==> config.mk <==
export PLATFORM = sky130hd
export DESIGN_NAME = uart_serial_controller
export DESIGN_NICKNAME = d
export VERILOG_FILES = /design/src/uart_pkg.sv /design/src/uart_serial_controller.sv
export SDC_FILE = /design/constraint.sdc
export NUM_CORES = 1
export LEC_CHECK = 0
export ABC_AREA = 1
export BUFFER_PORTS_ARGS = -buffer_cell sky130_fd_sc_hd__buf_2
export CAP_MARGIN = 0
export CORE_AREA = 2 2 231 176
export CTS_CLUSTER_DIAMETER = 50
export DETAILED_ROUTE_END_ITERATION = 10
export DIE_AREA = 0 0 233 178
export PLACE_DENSITY = 0.69
export SYNTH_ARGS = -nofsm -noshare
export SYNTH_HDL_FRONTEND = slang
export SYNTH_SLANG_ARGS = --single-unit
==> constraint.sdc <==
create_clock -name sys_clk -period 3.93 [get_ports sys_clk]
set_clock_uncertainty 0.05 [all_clocks]
set_input_delay 0.786 -clock sys_clk [delete_from_list [all_inputs] [get_ports sys_clk]]
set_output_delay 0.786 -clock sys_clk [all_outputs]
set_load 0.02 [all_outputs]
==> src/uart_pkg.sv <==
// package: register map, field positions, reset values and types of the uart
package uart_pkg;
    // register word offsets on the byte-wide register port
    localparam logic [2:0] OFS_DATA = 3'h0;
    localparam logic [2:0] OFS_IEN = 3'h1;
    localparam logic [2:0] OFS_IID = 3'h2;
    localparam logic [2:0] OFS_LFC = 3'h3;
    localparam logic [2:0] OFS_MLC = 3'h4;
    localparam logic [2:0] OFS_LCS = 3'h5;
    // line format control fields
    localparam int LFC_STB = 2;
    localparam int LFC_PEN = 3;
    localparam int LFC_EPS = 4;
    localparam int LFC_BRK = 6;
    localparam int LFC_DAS = 7;
    // interrupt enable fields
    localparam int IEN_RDA = 0;
    localparam int IEN_THRE = 1;
    localparam int IEN_RLS = 2;
    // buffer control fields
    localparam int BUF_EN = 0;
    localparam int BUF_RXRST = 1;
    localparam int BUF_TXRST = 2;
    localparam int BUF_DMA = 3;
    localparam int BUF_TRIG_LO = 6;
    // modem line control fields
    localparam int MLC_DTR = 0;
    localparam int MLC_RTS = 1;
    localparam int MLC_LOOP = 4;
    // interrupt identity codes, bit 0 low means pending
    localparam logic [3:0] IID_NONE = 4'h1;
    localparam logic [3:0] IID_RLS = 4'h6;
    localparam logic [3:0] IID_RDA = 4'h4;
    localparam logic [3:0] IID_THRE = 4'h2;
    // reset values
    localparam logic [7:0] REG_RST = 8'h00;
    localparam logic [15:0] DIV_RST = 16'h0000;
    // baud generator: zero divisor stands for 32, sixteen ticks per bit
    localparam logic [15:0] DIV_ZERO_SUB = 16'h0020;
    localparam logic [5:0] TICKS_BIT = 6'h10;
    localparam logic [5:0] TICKS_ONE_HALF = 6'h18;
    localparam logic [5:0] TICKS_TWO = 6'h20;
    localparam logic [3:0] TICKS_MID = 4'h7;
    // register port request from the processor side
    typedef struct packed {
        logic [2:0] addr;
        logic [7:0] wdata;
        logic wr;
        logic rd;
    } reg_req_t;
    // serial engine states
    typedef enum logic [2:0] {TX_IDLE, TX_START, TX_DATA, TX_PAR, TX_STOP} tx_state_t;
    typedef enum logic [2:0] {RX_IDLE, RX_START, RX_DATA, RX_PAR, RX_STOP} rx_state_t;
endpackage : uart_pkg

==> src/uart_serial_controller.sv <==
// uart channel: baud generator, buffers, serial engines, registers
//
// What this block does
// baud tick runs at sixteen times baud
// both engines use one sixteen-bit divisor
// divisor one ticks every system clock
// zero divisor acts as thirty-two
// divisor writes change rate at once
// transmit adds parity and stop bits
// transmit sends bit zero first
// receive data read-only, first bit lowest
// access bit clear selects data and enables
// access bit set selects divisor bytes
// interrupt output is inverse identity bit zero
// disabled sources never pend nor interrupt
// software clears uart before interrupt controller
// three priority levels reported in identity
// identity read shows value frozen at start
// events still recorded during identity read
// write-only control drives sixteen-entry buffers
// leaving buffered mode keeps buffer contents
// dma mode flags transmit full and receive at trigger level
// received byte and errors shown in status
// line format shared by both engines
// modem outputs reach pins on first channel
// five to eight bits, parity, stop lengths
// receiver samples mid-bit after falling edge
//
// Strobed register access and the placing of the registers were decided locally.
`timescale 1ns/10ps
`default_nettype none
module uart_serial_controller #(
    parameter int DEPTH = 16,          // buffer entries each way
    parameter bit HAS_MODEM = 1'b1     // first channel drives modem pins
) (
    // clock and reset
    input wire logic sys_clk,
    input wire logic arst_n,
    // register port
    input wire uart_pkg::reg_req_t req,
    output logic [7:0] rdata,
    // serial line
    input wire logic rxd,
    output logic txd,
    // modem control towards the programmable pin port
    output logic dtr_n,
    output logic rts_n,
    // interrupt and dma indications
    output logic irq,
    output logic tx_buf_full,
    output logic rx_buf_full
);
    import uart_pkg::*;

    localparam int PW = $clog2(DEPTH);

    // the whole state of the channel
    typedef struct packed {
        logic [7:0] ien;
        logic [7:0] lfc;
        logic [7:0] mlc;
        logic [15:0] div;
        logic fifo_en;
        logic dma_en;
        logic [1:0] trig;
        logic [15:0] bcnt;                  // baud divider count
        logic tick;                         // sixteen-times baud pulse
        logic [DEPTH-1:0][7:0] txm;
        logic [DEPTH-1:0][7:0] rxm;
        logic [PW-1:0] twp;
        logic [PW-1:0] trp;
        logic [PW-1:0] rwp;
        logic [PW-1:0] rrp;
        logic [PW:0] tcnt;
        logic [PW:0] rcnt;
        tx_state_t ts;
        logic [7:0] tsh;                    // transmit shifter
        logic [2:0] tbit;
        logic [5:0] tt;                     // ticks within a bit
        logic tpar;
        logic txd;
        rx_state_t rs;
        logic [7:0] rsh;                    // receive shifter
        logic [2:0] rbit;
        logic [3:0] rt;
        logic rpar;
        logic rxd_d;                        // line level at last tick
        logic oe;
        logic pe;
        logic fe;
        logic bi;
        logic thre_pend;                    // holding empty event
        logic [3:0] iid;                    // reported identity
        logic [7:0] rdata;
    } st_t;

    st_t s_reg;       // registered state
    st_t s_next;      // next state
    logic tx_push;    // byte accepted into transmit buffer
    logic rx_push;    // byte stored into receive buffer
    logic [15:0] div_eff;
    logic [2:0] nlast;
    logic [PW:0] lim;
    logic [PW:0] trig_lvl;
    logic [3:0] iid_live;
    logic line_in;

    // combinational next state
    always_comb begin
        logic tx_pop;
        logic rx_pop;
        logic [7:0] rword;
        logic [7:0] mask;
        tx_pop = 1'b0;
        rx_pop = 1'b0;
        rword = 8'h00;
        mask = 8'hff >> (3'h3 - s_reg.lfc[1:0]);
        s_next = s_reg;
        tx_push = 1'b0;
        rx_push = 1'b0;
        nlast = {1'b1, s_reg.lfc[1:0]};     // five bits gives index four
        // in unbuffered mode the buffers behave as one-byte holders
        lim = s_reg.fifo_en ? (PW+1)'(DEPTH) : (PW+1)'(1);
        case (s_reg.trig)
            2'h0: trig_lvl = (PW+1)'(1);
            2'h1: trig_lvl = (PW+1)'(4);
            2'h2: trig_lvl = (PW+1)'(8);
            default: trig_lvl = (PW+1)'(14);
        endcase
        if (!s_reg.fifo_en) begin
            trig_lvl = (PW+1)'(1);
        end
        // baud divider reads the divisor live, so writes act at once
        div_eff = (s_reg.div == 16'h0000) ? DIV_ZERO_SUB : s_reg.div;
        if (s_reg.bcnt >= div_eff - 16'h0001) begin
            s_next.bcnt = 16'h0000;
            s_next.tick = 1'b1;
        end else begin
            s_next.bcnt = s_reg.bcnt + 16'h0001;
            s_next.tick = 1'b0;
        end
        // loopback feeds the transmitter back into the receiver
        line_in = s_reg.mlc[MLC_LOOP] ? s_reg.txd : rxd;
        // priority ladder over enabled sources only
        if (s_reg.ien[IEN_RLS] && (s_reg.oe | s_reg.pe | s_reg.fe | s_reg.bi)) begin
            iid_live = IID_RLS;
        end else if (s_reg.ien[IEN_RDA] && s_reg.rcnt >= trig_lvl) begin
            iid_live = IID_RDA;
        end else if (s_reg.ien[IEN_THRE] && s_reg.thre_pend) begin
            iid_live = IID_THRE;
        end else begin
            iid_live = IID_NONE;
        end
        // identity holds its value during its own read access
        if (!(req.rd && req.addr == OFS_IID)) begin
            s_next.iid = iid_live;
        end

        // register reads: data stand in the following cycle
        s_next.rdata = 8'h00;
        if (req.rd) begin
            if (req.addr == OFS_DATA) begin
                if (s_reg.lfc[LFC_DAS]) begin
                    s_next.rdata = s_reg.div[7:0];
                end else begin
                    s_next.rdata = s_reg.rxm[s_reg.rrp];
                    rx_pop = (s_reg.rcnt != '0);
                end
            end else if (req.addr == OFS_IEN) begin
                s_next.rdata = s_reg.lfc[LFC_DAS] ? s_reg.div[15:8] : s_reg.ien;
            end else if (req.addr == OFS_IID) begin
                s_next.rdata = {s_reg.fifo_en, s_reg.fifo_en, 2'h0, s_reg.iid};
                // reporting the empty holder acknowledges it
                if (s_reg.iid == IID_THRE) begin
                    s_next.thre_pend = 1'b0;
                end
            end else if (req.addr == OFS_LFC) begin
                s_next.rdata = s_reg.lfc;
            end else if (req.addr == OFS_MLC) begin
                s_next.rdata = s_reg.mlc;
            end else if (req.addr == OFS_LCS) begin
                s_next.rdata = {s_reg.fifo_en & (s_reg.pe | s_reg.fe | s_reg.bi),
                    (s_reg.tcnt == '0) && (s_reg.ts == TX_IDLE),
                    s_reg.tcnt == '0, s_reg.bi, s_reg.fe, s_reg.pe,
                    s_reg.oe, s_reg.rcnt != '0};
                // error flags clear on read; new errors below win
                s_next.oe = 1'b0;
                s_next.pe = 1'b0;
                s_next.fe = 1'b0;
                s_next.bi = 1'b0;
            end
        end

        // register writes
        if (req.wr) begin
            if (req.addr == OFS_DATA) begin
                if (s_reg.lfc[LFC_DAS]) begin
                    s_next.div[7:0] = req.wdata;
                end else if (s_reg.tcnt < lim) begin
                    tx_push = 1'b1;         // see R09; a full holder drops it
                    s_next.txm[s_reg.twp] = req.wdata;
                    s_next.twp = s_reg.twp + PW'(1);
                    s_next.thre_pend = 1'b0;
                end
            end else if (req.addr == OFS_IEN) begin
                if (s_reg.lfc[LFC_DAS]) begin
                    s_next.div[15:8] = req.wdata;
                end else begin
                    s_next.ien = req.wdata;
                end
            end else if (req.addr == OFS_IID) begin
                // buffer control shares the identity offset, write side
                s_next.fifo_en = req.wdata[BUF_EN];
                s_next.dma_en = req.wdata[BUF_DMA];
                s_next.trig = req.wdata[BUF_TRIG_LO +: 2];
            end else if (req.addr == OFS_LFC) begin
                s_next.lfc = req.wdata;
            end else if (req.addr == OFS_MLC) begin
                s_next.mlc = req.wdata;
            end
        end

        // transmitter, one state step per baud tick
        if (s_reg.tick) begin
            s_next.tt = s_reg.tt + 6'h01;
            case (s_reg.ts)
                TX_IDLE: begin
                    s_next.tt = 6'h00;
                    if (s_reg.tcnt != '0) begin
                        tx_pop = 1'b1;
                        s_next.tsh = s_reg.txm[s_reg.trp] & mask;
                        s_next.tpar = ^(s_reg.txm[s_reg.trp] & mask);
                        s_next.txd = 1'b0;
                        s_next.ts = TX_START;
                    end
                end
                TX_START: begin
                    if (s_reg.tt == TICKS_BIT - 6'h01) begin
                        s_next.tt = 6'h00;
                        s_next.tbit = 3'h0;
                        s_next.txd = s_reg.tsh[0];
                        s_next.ts = TX_DATA;
                    end
                end
                TX_DATA: begin
                    if (s_reg.tt == TICKS_BIT - 6'h01) begin
                        s_next.tt = 6'h00;
                        if (s_reg.tbit == nlast) begin
                            if (s_reg.lfc[LFC_PEN]) begin
                                // even parity keeps the count of ones even
                                s_next.txd = s_reg.lfc[LFC_EPS] ? s_reg.tpar
                                                                : ~s_reg.tpar;
                                s_next.ts = TX_PAR;
                            end else begin
                                s_next.txd = 1'b1;
                                s_next.ts = TX_STOP;
                            end
                        end else begin
                            s_next.tbit = s_reg.tbit + 3'h1;
                            s_next.tsh = s_reg.tsh >> 1;
                            s_next.txd = s_reg.tsh[1];
                        end
                    end
                end
                TX_PAR: begin
                    if (s_reg.tt == TICKS_BIT - 6'h01) begin
                        s_next.tt = 6'h00;
                        s_next.txd = 1'b1;
                        s_next.ts = TX_STOP;
                    end
                end
                TX_STOP: begin
                    // one, one and a half or two stop bits
                    if (!s_reg.lfc[LFC_STB] && s_reg.tt == TICKS_BIT - 6'h01
                        || s_reg.lfc[LFC_STB] && s_reg.lfc[1:0] == 2'h0
                           && s_reg.tt == TICKS_ONE_HALF - 6'h01
                        || s_reg.lfc[LFC_STB] && s_reg.lfc[1:0] != 2'h0
                           && s_reg.tt == TICKS_TWO - 6'h01) begin
                        s_next.tt = 6'h00;
                        s_next.ts = TX_IDLE;
                    end
                end
                default: s_next.ts = TX_IDLE;
            endcase
        end

        // receiver, samples taken on baud ticks near bit centre
        if (s_reg.tick) begin
            s_next.rxd_d = line_in;
            s_next.rt = s_reg.rt + 4'h1;
            case (s_reg.rs)
                RX_IDLE: begin
                    s_next.rt = 4'h0;
                    if (s_reg.rxd_d && !line_in) begin
                        s_next.rs = RX_START;
                    end
                end
                RX_START: begin
                    // a glitch that is gone by mid-bit is not a start
                    if (s_reg.rt == TICKS_MID) begin
                        s_next.rt = 4'h0;
                        s_next.rbit = 3'h0;
                        s_next.rpar = 1'b0;
                        s_next.rs = line_in ? RX_IDLE : RX_DATA;
                    end
                end
                RX_DATA: begin
                    if (s_reg.rt == 4'hf) begin
                        s_next.rsh = {line_in, s_reg.rsh[7:1]};
                        s_next.rpar = s_reg.rpar ^ line_in;
                        s_next.rbit = s_reg.rbit + 3'h1;
                        if (s_reg.rbit == nlast) begin
                            s_next.rs = s_reg.lfc[LFC_PEN] ? RX_PAR : RX_STOP;
                        end
                    end
                end
                RX_PAR: begin
                    if (s_reg.rt == 4'hf) begin
                        s_next.rpar = s_reg.rpar ^ line_in ^ ~s_reg.lfc[LFC_EPS];
                        s_next.rs = RX_STOP;
                    end
                end
                RX_STOP: begin
                    if (s_reg.rt == 4'hf) begin
                        rword = s_reg.rsh >> (3'h3 - s_reg.lfc[1:0]);
                        s_next.rs = RX_IDLE;
                        s_next.fe = s_next.fe | ~line_in;
                        s_next.pe = s_next.pe | (s_reg.lfc[LFC_PEN] & s_reg.rpar);
                        s_next.bi = s_next.bi | (rword == 8'h00 && !line_in);
                        if (s_reg.rcnt == lim) begin
                            s_next.oe = 1'b1; // overrun: byte is lost
                        end else begin
                            rx_push = 1'b1;
                            s_next.rxm[s_reg.rwp] = rword;
                            s_next.rwp = s_reg.rwp + PW'(1);
                        end
                    end
                end
                default: s_next.rs = RX_IDLE;
            endcase
        end

        // buffer bookkeeping once both sides are known
        if (tx_pop) begin
            s_next.trp = s_reg.trp + PW'(1);
        end
        if (rx_pop) begin
            s_next.rrp = s_reg.rrp + PW'(1);
        end
        s_next.tcnt = s_reg.tcnt + (PW+1)'(tx_push) - (PW+1)'(tx_pop);
        s_next.rcnt = s_reg.rcnt + (PW+1)'(rx_push) - (PW+1)'(rx_pop);
        // holder going empty is an event; it beats a same-cycle clear
        if (tx_pop && s_reg.tcnt == (PW+1)'(1) && !tx_push) begin
            s_next.thre_pend = 1'b1;
        end
        // buffer resets from control writes act last
        if (req.wr && req.addr == OFS_IID && req.wdata[BUF_RXRST]) begin
            s_next.rwp = '0;
            s_next.rrp = '0;
            s_next.rcnt = '0;
        end
        if (req.wr && req.addr == OFS_IID && req.wdata[BUF_TXRST]) begin
            s_next.twp = '0;
            s_next.trp = '0;
            s_next.tcnt = '0;
        end
    end

    // state register
    always_ff @(posedge sys_clk or negedge arst_n) begin
        if (!arst_n) begin
            s_reg <= '0;
            s_reg.ien <= REG_RST;
            s_reg.lfc <= REG_RST;
            s_reg.mlc <= REG_RST;
            s_reg.div <= DIV_RST;
            s_reg.ts <= TX_IDLE;
            s_reg.rs <= RX_IDLE;
            s_reg.txd <= 1'b1;              // line idles high
            s_reg.rxd_d <= 1'b1;
            s_reg.iid <= IID_NONE;
        end else begin
            s_reg <= s_next;
        end
    end

    // outputs
    assign rdata = s_reg.rdata;
    assign txd = s_reg.txd & ~s_reg.lfc[LFC_BRK];
    assign irq = ~s_reg.iid[0];
    // second channel has no modem pins; its outputs stay inactive
    assign dtr_n = HAS_MODEM ? ~s_reg.mlc[MLC_DTR] : 1'b1;
    assign rts_n = HAS_MODEM ? ~s_reg.mlc[MLC_RTS] : 1'b1;
    assign tx_buf_full = s_reg.dma_en & (s_reg.tcnt == lim);
    assign rx_buf_full = s_reg.dma_en & (s_reg.rcnt >= trig_lvl);

    // helper: cycles since the last baud tick, and divisor change marker
    logic [15:0] gap;
    logic div_chg;
    always_ff @(posedge sys_clk or negedge arst_n) begin
        if (!arst_n) begin
            gap <= 16'h0000;
            div_chg <= 1'b1;
        end else begin
            gap <= s_reg.tick ? 16'h0000 : gap + 16'h0001;
            div_chg <= s_reg.tick ? 1'b0 : (div_chg | (s_next.div != s_reg.div));
        end
    end
endmodule : uart_serial_controller
`default_nettype wire

==> results.yml <==
synthesis:
  post_synth_most_frequent_cells: "nand2_1 (710), dfrtp_1 (398), o21ai_0 (215)"
  yosys.cell_count.top_type: "nand2_1"
  synthMuxAreaShare_pct: 0.0487
  dominant_combinational_cell_family_by_area_after_synthesis: "simple AND/OR/NAND/NOR gates"
  netlist_instances: 2526
  synth_compound_gate_area_share_pct: 16.0
  post_synth_and_or_nand_nor_area_fraction_pct: 23.3
  number_of_synthesis_warnings: 0
  post_synth_top_area_cell: "dfrtp_1"
  synth.net_count: 2596
  post_synth_edffs: 0
  synth_adder_area_share_pct: 3.36
  syn-cell-area_sq_um: 20500
  synth_sequential_area_ratio_pct: 48.9
  synth.ff_latch_count: 401
  syn_area_per_cell_sq_um: 8.13
  synthXorXnorAreaFrac_pct: 1.45
  post_synth_num_cell_types: 65
  dominantRegCellSynth: "dfrtp_1"
  portion_of_synthesized_cell_area_occupied_by_the_leading_cell_type_pct: 48.5
  ys_top_cells_by_area: "dfrtp_1 (48%), nand2_1 (13%), o21ai_0 (5.2%)"
  async_reset_ff_share_pct: 100
critical_path:
  critPathKind: "reg -> out"
  data_arrival_time_of_the_worst_path_ns: 2.70
  worst_path_largest_cell_delay_ns: 0.51
  crit_slowest_cell: "dfrtp_1"
  r2r.worst_path.cells: 18
  crit_path_end_kind: "output pin"
  r2r-end: "s_reg[353]$_DFF_PN0_"
  critPathMaxFanout: 8
  cp.required_ns: 3.09
  regToRegStartpoint: "s_reg[363]$_DFFE_PN0P_"
  cp-endpoint: "rx_buf_full"
  path_cells: "o21ai_0, ha_1, inv_1, a21boi_0, o21ai_0, a21boi_0, nor3_1, nor2_1, buf_2"
  worst-r2r-setup-slack_ns: 0.43
  timing.critical_path.from: "s_reg[361]$_DFFE_PN0P_"
  crit_path_start_kind: "flop"
drt:
  routedWlPerCell_microns: 18.1
  remaining_drc_errors: 0
  pre_antenna_drt_iters: 6
  route.vias.total: 17200
  drt-initial-drc-count: 1844
  wirelength_mm: 55.2
  drt.antenna.violating_nets: 0
  viasPerCell: 5.63
power_and_ir_drop:
  leakagePower_uw: 0.0106
  ir_drop_mv: 0.317
  power_density_nw_per_um2: 614
  p_total_uw: 13800
global_routing:
  grt_pass1_vias: 16200
  grt_pass1_wl_mm: 88.9
  grt_overflow_total: 0
  grt_max_degree: 90
  antenna_found_initial: 2
  grt_use_total_pct: 27.2
sta:
  max_slew_margin_pct: 21.6
  min_period_ns: 3.54
  fin_tns_setup_ns: 0
  final-setup-viol-count: 0
  final-max-slew-violation-count: 0
  rsz0062_at_grt: "false"
  layout_worst_path_cycle_share_pct: 90.0
  hold_viol_final: 0
  tightest_slew_ns: 1.17
  fmax_mhz: 283
final_layout:
  area_growth_pct: 9.21
  fillers: 3527
  drive_gt1_share_pct: 9.83
  max_reg_flops: 391
  post_layout_nonfiller_instances: 3054
  nets: 2572
  antenna_cells: 0
clocking:
  number_of_sinks_handled_by_clock_tree_synthesis: 401
  ctsRootBufferMaster: "clkbuf_16"
  maximum_root_to_sink_buffer_count: 3
  cts_post_setup_buffers_inserted: 0
  ctsResizeCount: 0
  path_clk_slew_ns: 0.06
  worstSkewPairLatency_ns: 0.57
  htreeDepth: 2
  cts-hold-fix-buffers: 0
  cts_tree: "built"
  cts_made_buffers: 43
place:
  hpwlAfterDp_mm: 36.8
  io_buffer_count: 29
  gp_congestion: 0.897
  placed_cells_incl_taps: 2977
worst_hold_path:
  hp-class: "in -> async"
die:
  initial_utilization_pct: 52.4
  floorplan.rows: 63
  die_area_sq_um: 41500
  die-height_microns: 178
  core_area_sq_um: 39200
  die_x_microns: 233
  top_level_ports: 30
run:
  max_cap_violations: 0
run_status:
  outcome: "completed"
==> through the flow <==
step | util, % | setup slack (ns) | hold slack, ns | cell area [sq um]
floorplan | - | 0.661 | 0.382 | 20500
global placement | 53.5 | 0.630 | 0.407 | 21000
detailed placement | 53.5 | 0.480 | 0.418 | 21000
CTS | 57.2 | 0.426 | 0.197 | 22400
global route | 57.2 | 0.132 | 0.226 | 22400
finish | 57.2 | 0.394 | 0.174 | 22400
==> worst min-delay path by stage <==
stage | startpoint | end | slack (ns) | depth (start not counted)
final | arst_n | s_reg[353]$_DFF_PN0_ | 0.17 | 1
after global placement | s_reg[342]$_DFF_PN0_ | s_reg[342]$_DFF_PN0_ | 0.41 | 1
after detailed placement | s_reg[215]$_DFFE_PN0P_ | s_reg[215]$_DFFE_PN0P_ | 0.42 | 2
after global routing | arst_n | s_reg[401]$_DFFE_PN0P_ | 0.23 | 1
after CTS | arst_n | s_reg[353]$_DFF_PN0_ | 0.20 | 1
after floorplan | s_reg[342]$_DFF_PN0_ | s_reg[342]$_DFF_PN0_ | 0.38 | 1
==> critical path: cells and delay by family, from the launching register on <==
family | cells | cell delay, ns
AO/OA/AOI/OAI | 4 | 0.44
adder cells (fa/ha/maj) | 1 | 0.30
buffers and inverters | 2 | 0.27
flip-flops | 1 | 0.51
AND/OR/NAND/NOR | 2 | 0.60
==> power by group <==
group	switching (uW)	internal [uW]	total (uW)
Sequential	492	4700	5190
Clock	1740	2420	4160
Combinational	2980	1450	4430
Total	5210	8560	13800
==> cell families (layout without fill, tap and decap cells) <==
group / count (synthesis) / in the layout
and+or+nand+nor: 1119 / 1119
AOI/OAI and AO/OA: 585 / 585
DFF: 401 / 401
buffers and inverters: 332 / 340
adders and majority gates: 54 / 54
xor gates and xnor gates: 34 / 34
muxes: 1 / 1
==> layout by cell type, fill, tap and decap left out, types with 4 or more instances in the layout <==
| master | count |
|---|---|
| inv_2 | 14 |
| nor4_1 | 5 |
| a22oi_1 | 6 |
| o211ai_1 | 9 |
| o21ai_2 | 36 |
| buf_12 | 4 |
| a221oi_1 | 8 |
| nor3_1 | 16 |
| xor2_1 | 25 |
| clkinv_2 | 6 |
| o22ai_1 | 17 |
| a221o_1 | 4 |
| dfrtp_1 | 396 |
| buf_2 | 28 |
| clkbuf_1 | 6 |
| clkbuf_16 | 43 |
| xnor2_1 | 9 |
| o221ai_1 | 4 |
| nand2_4 | 8 |
| nor2_8 | 4 |
| inv_1 | 182 |
| clkbuf_8 | 10 |
| nor3b_1 | 4 |
| or2_2 | 4 |
| a31oi_1 | 4 |
| buf_4 | 28 |
| nand2_1 | 710 |
| inv_6 | 4 |
| ha_1 | 52 |
| nand2_2 | 15 |
| nand3_1 | 146 |
| nor2_2 | 8 |
| o21ai_0 | 215 |
| nor2_1 | 170 |
| nand4_1 | 8 |
| nor2_4 | 8 |
| a21oi_1 | 96 |
| o21ai_1 | 163 |
==> per-layer routing <==
metal / GRT usage [%] / part of all wire, % / up-vias
met3: 4.49 / 7.4 / 70
met1: 40.5 / 47 / 8327
met5: 0 / 0.016 / -
met2: 41.8 / 44 / 565
met4: 5.87 / 1.7 / 2
li1: - / - / 8235
==> area by class of cell <==
cell class | count | area [sq um] | share of cell area [%]
Clock inverter | 18 | 220 | 0.982
Multi-Input combinational cell | 1793 | 9060 | 40.4
Timing Repair Buffer | 61 | 445 | 1.99
Inverter | 202 | 768 | 3.43
Clock buffer | 59 | 1240 | 5.51
Tap cell | 520 | 651 | 2.90
Sequential cell | 401 | 10000 | 44.8
No activity file was read; power rests on OpenSTA's default activity.
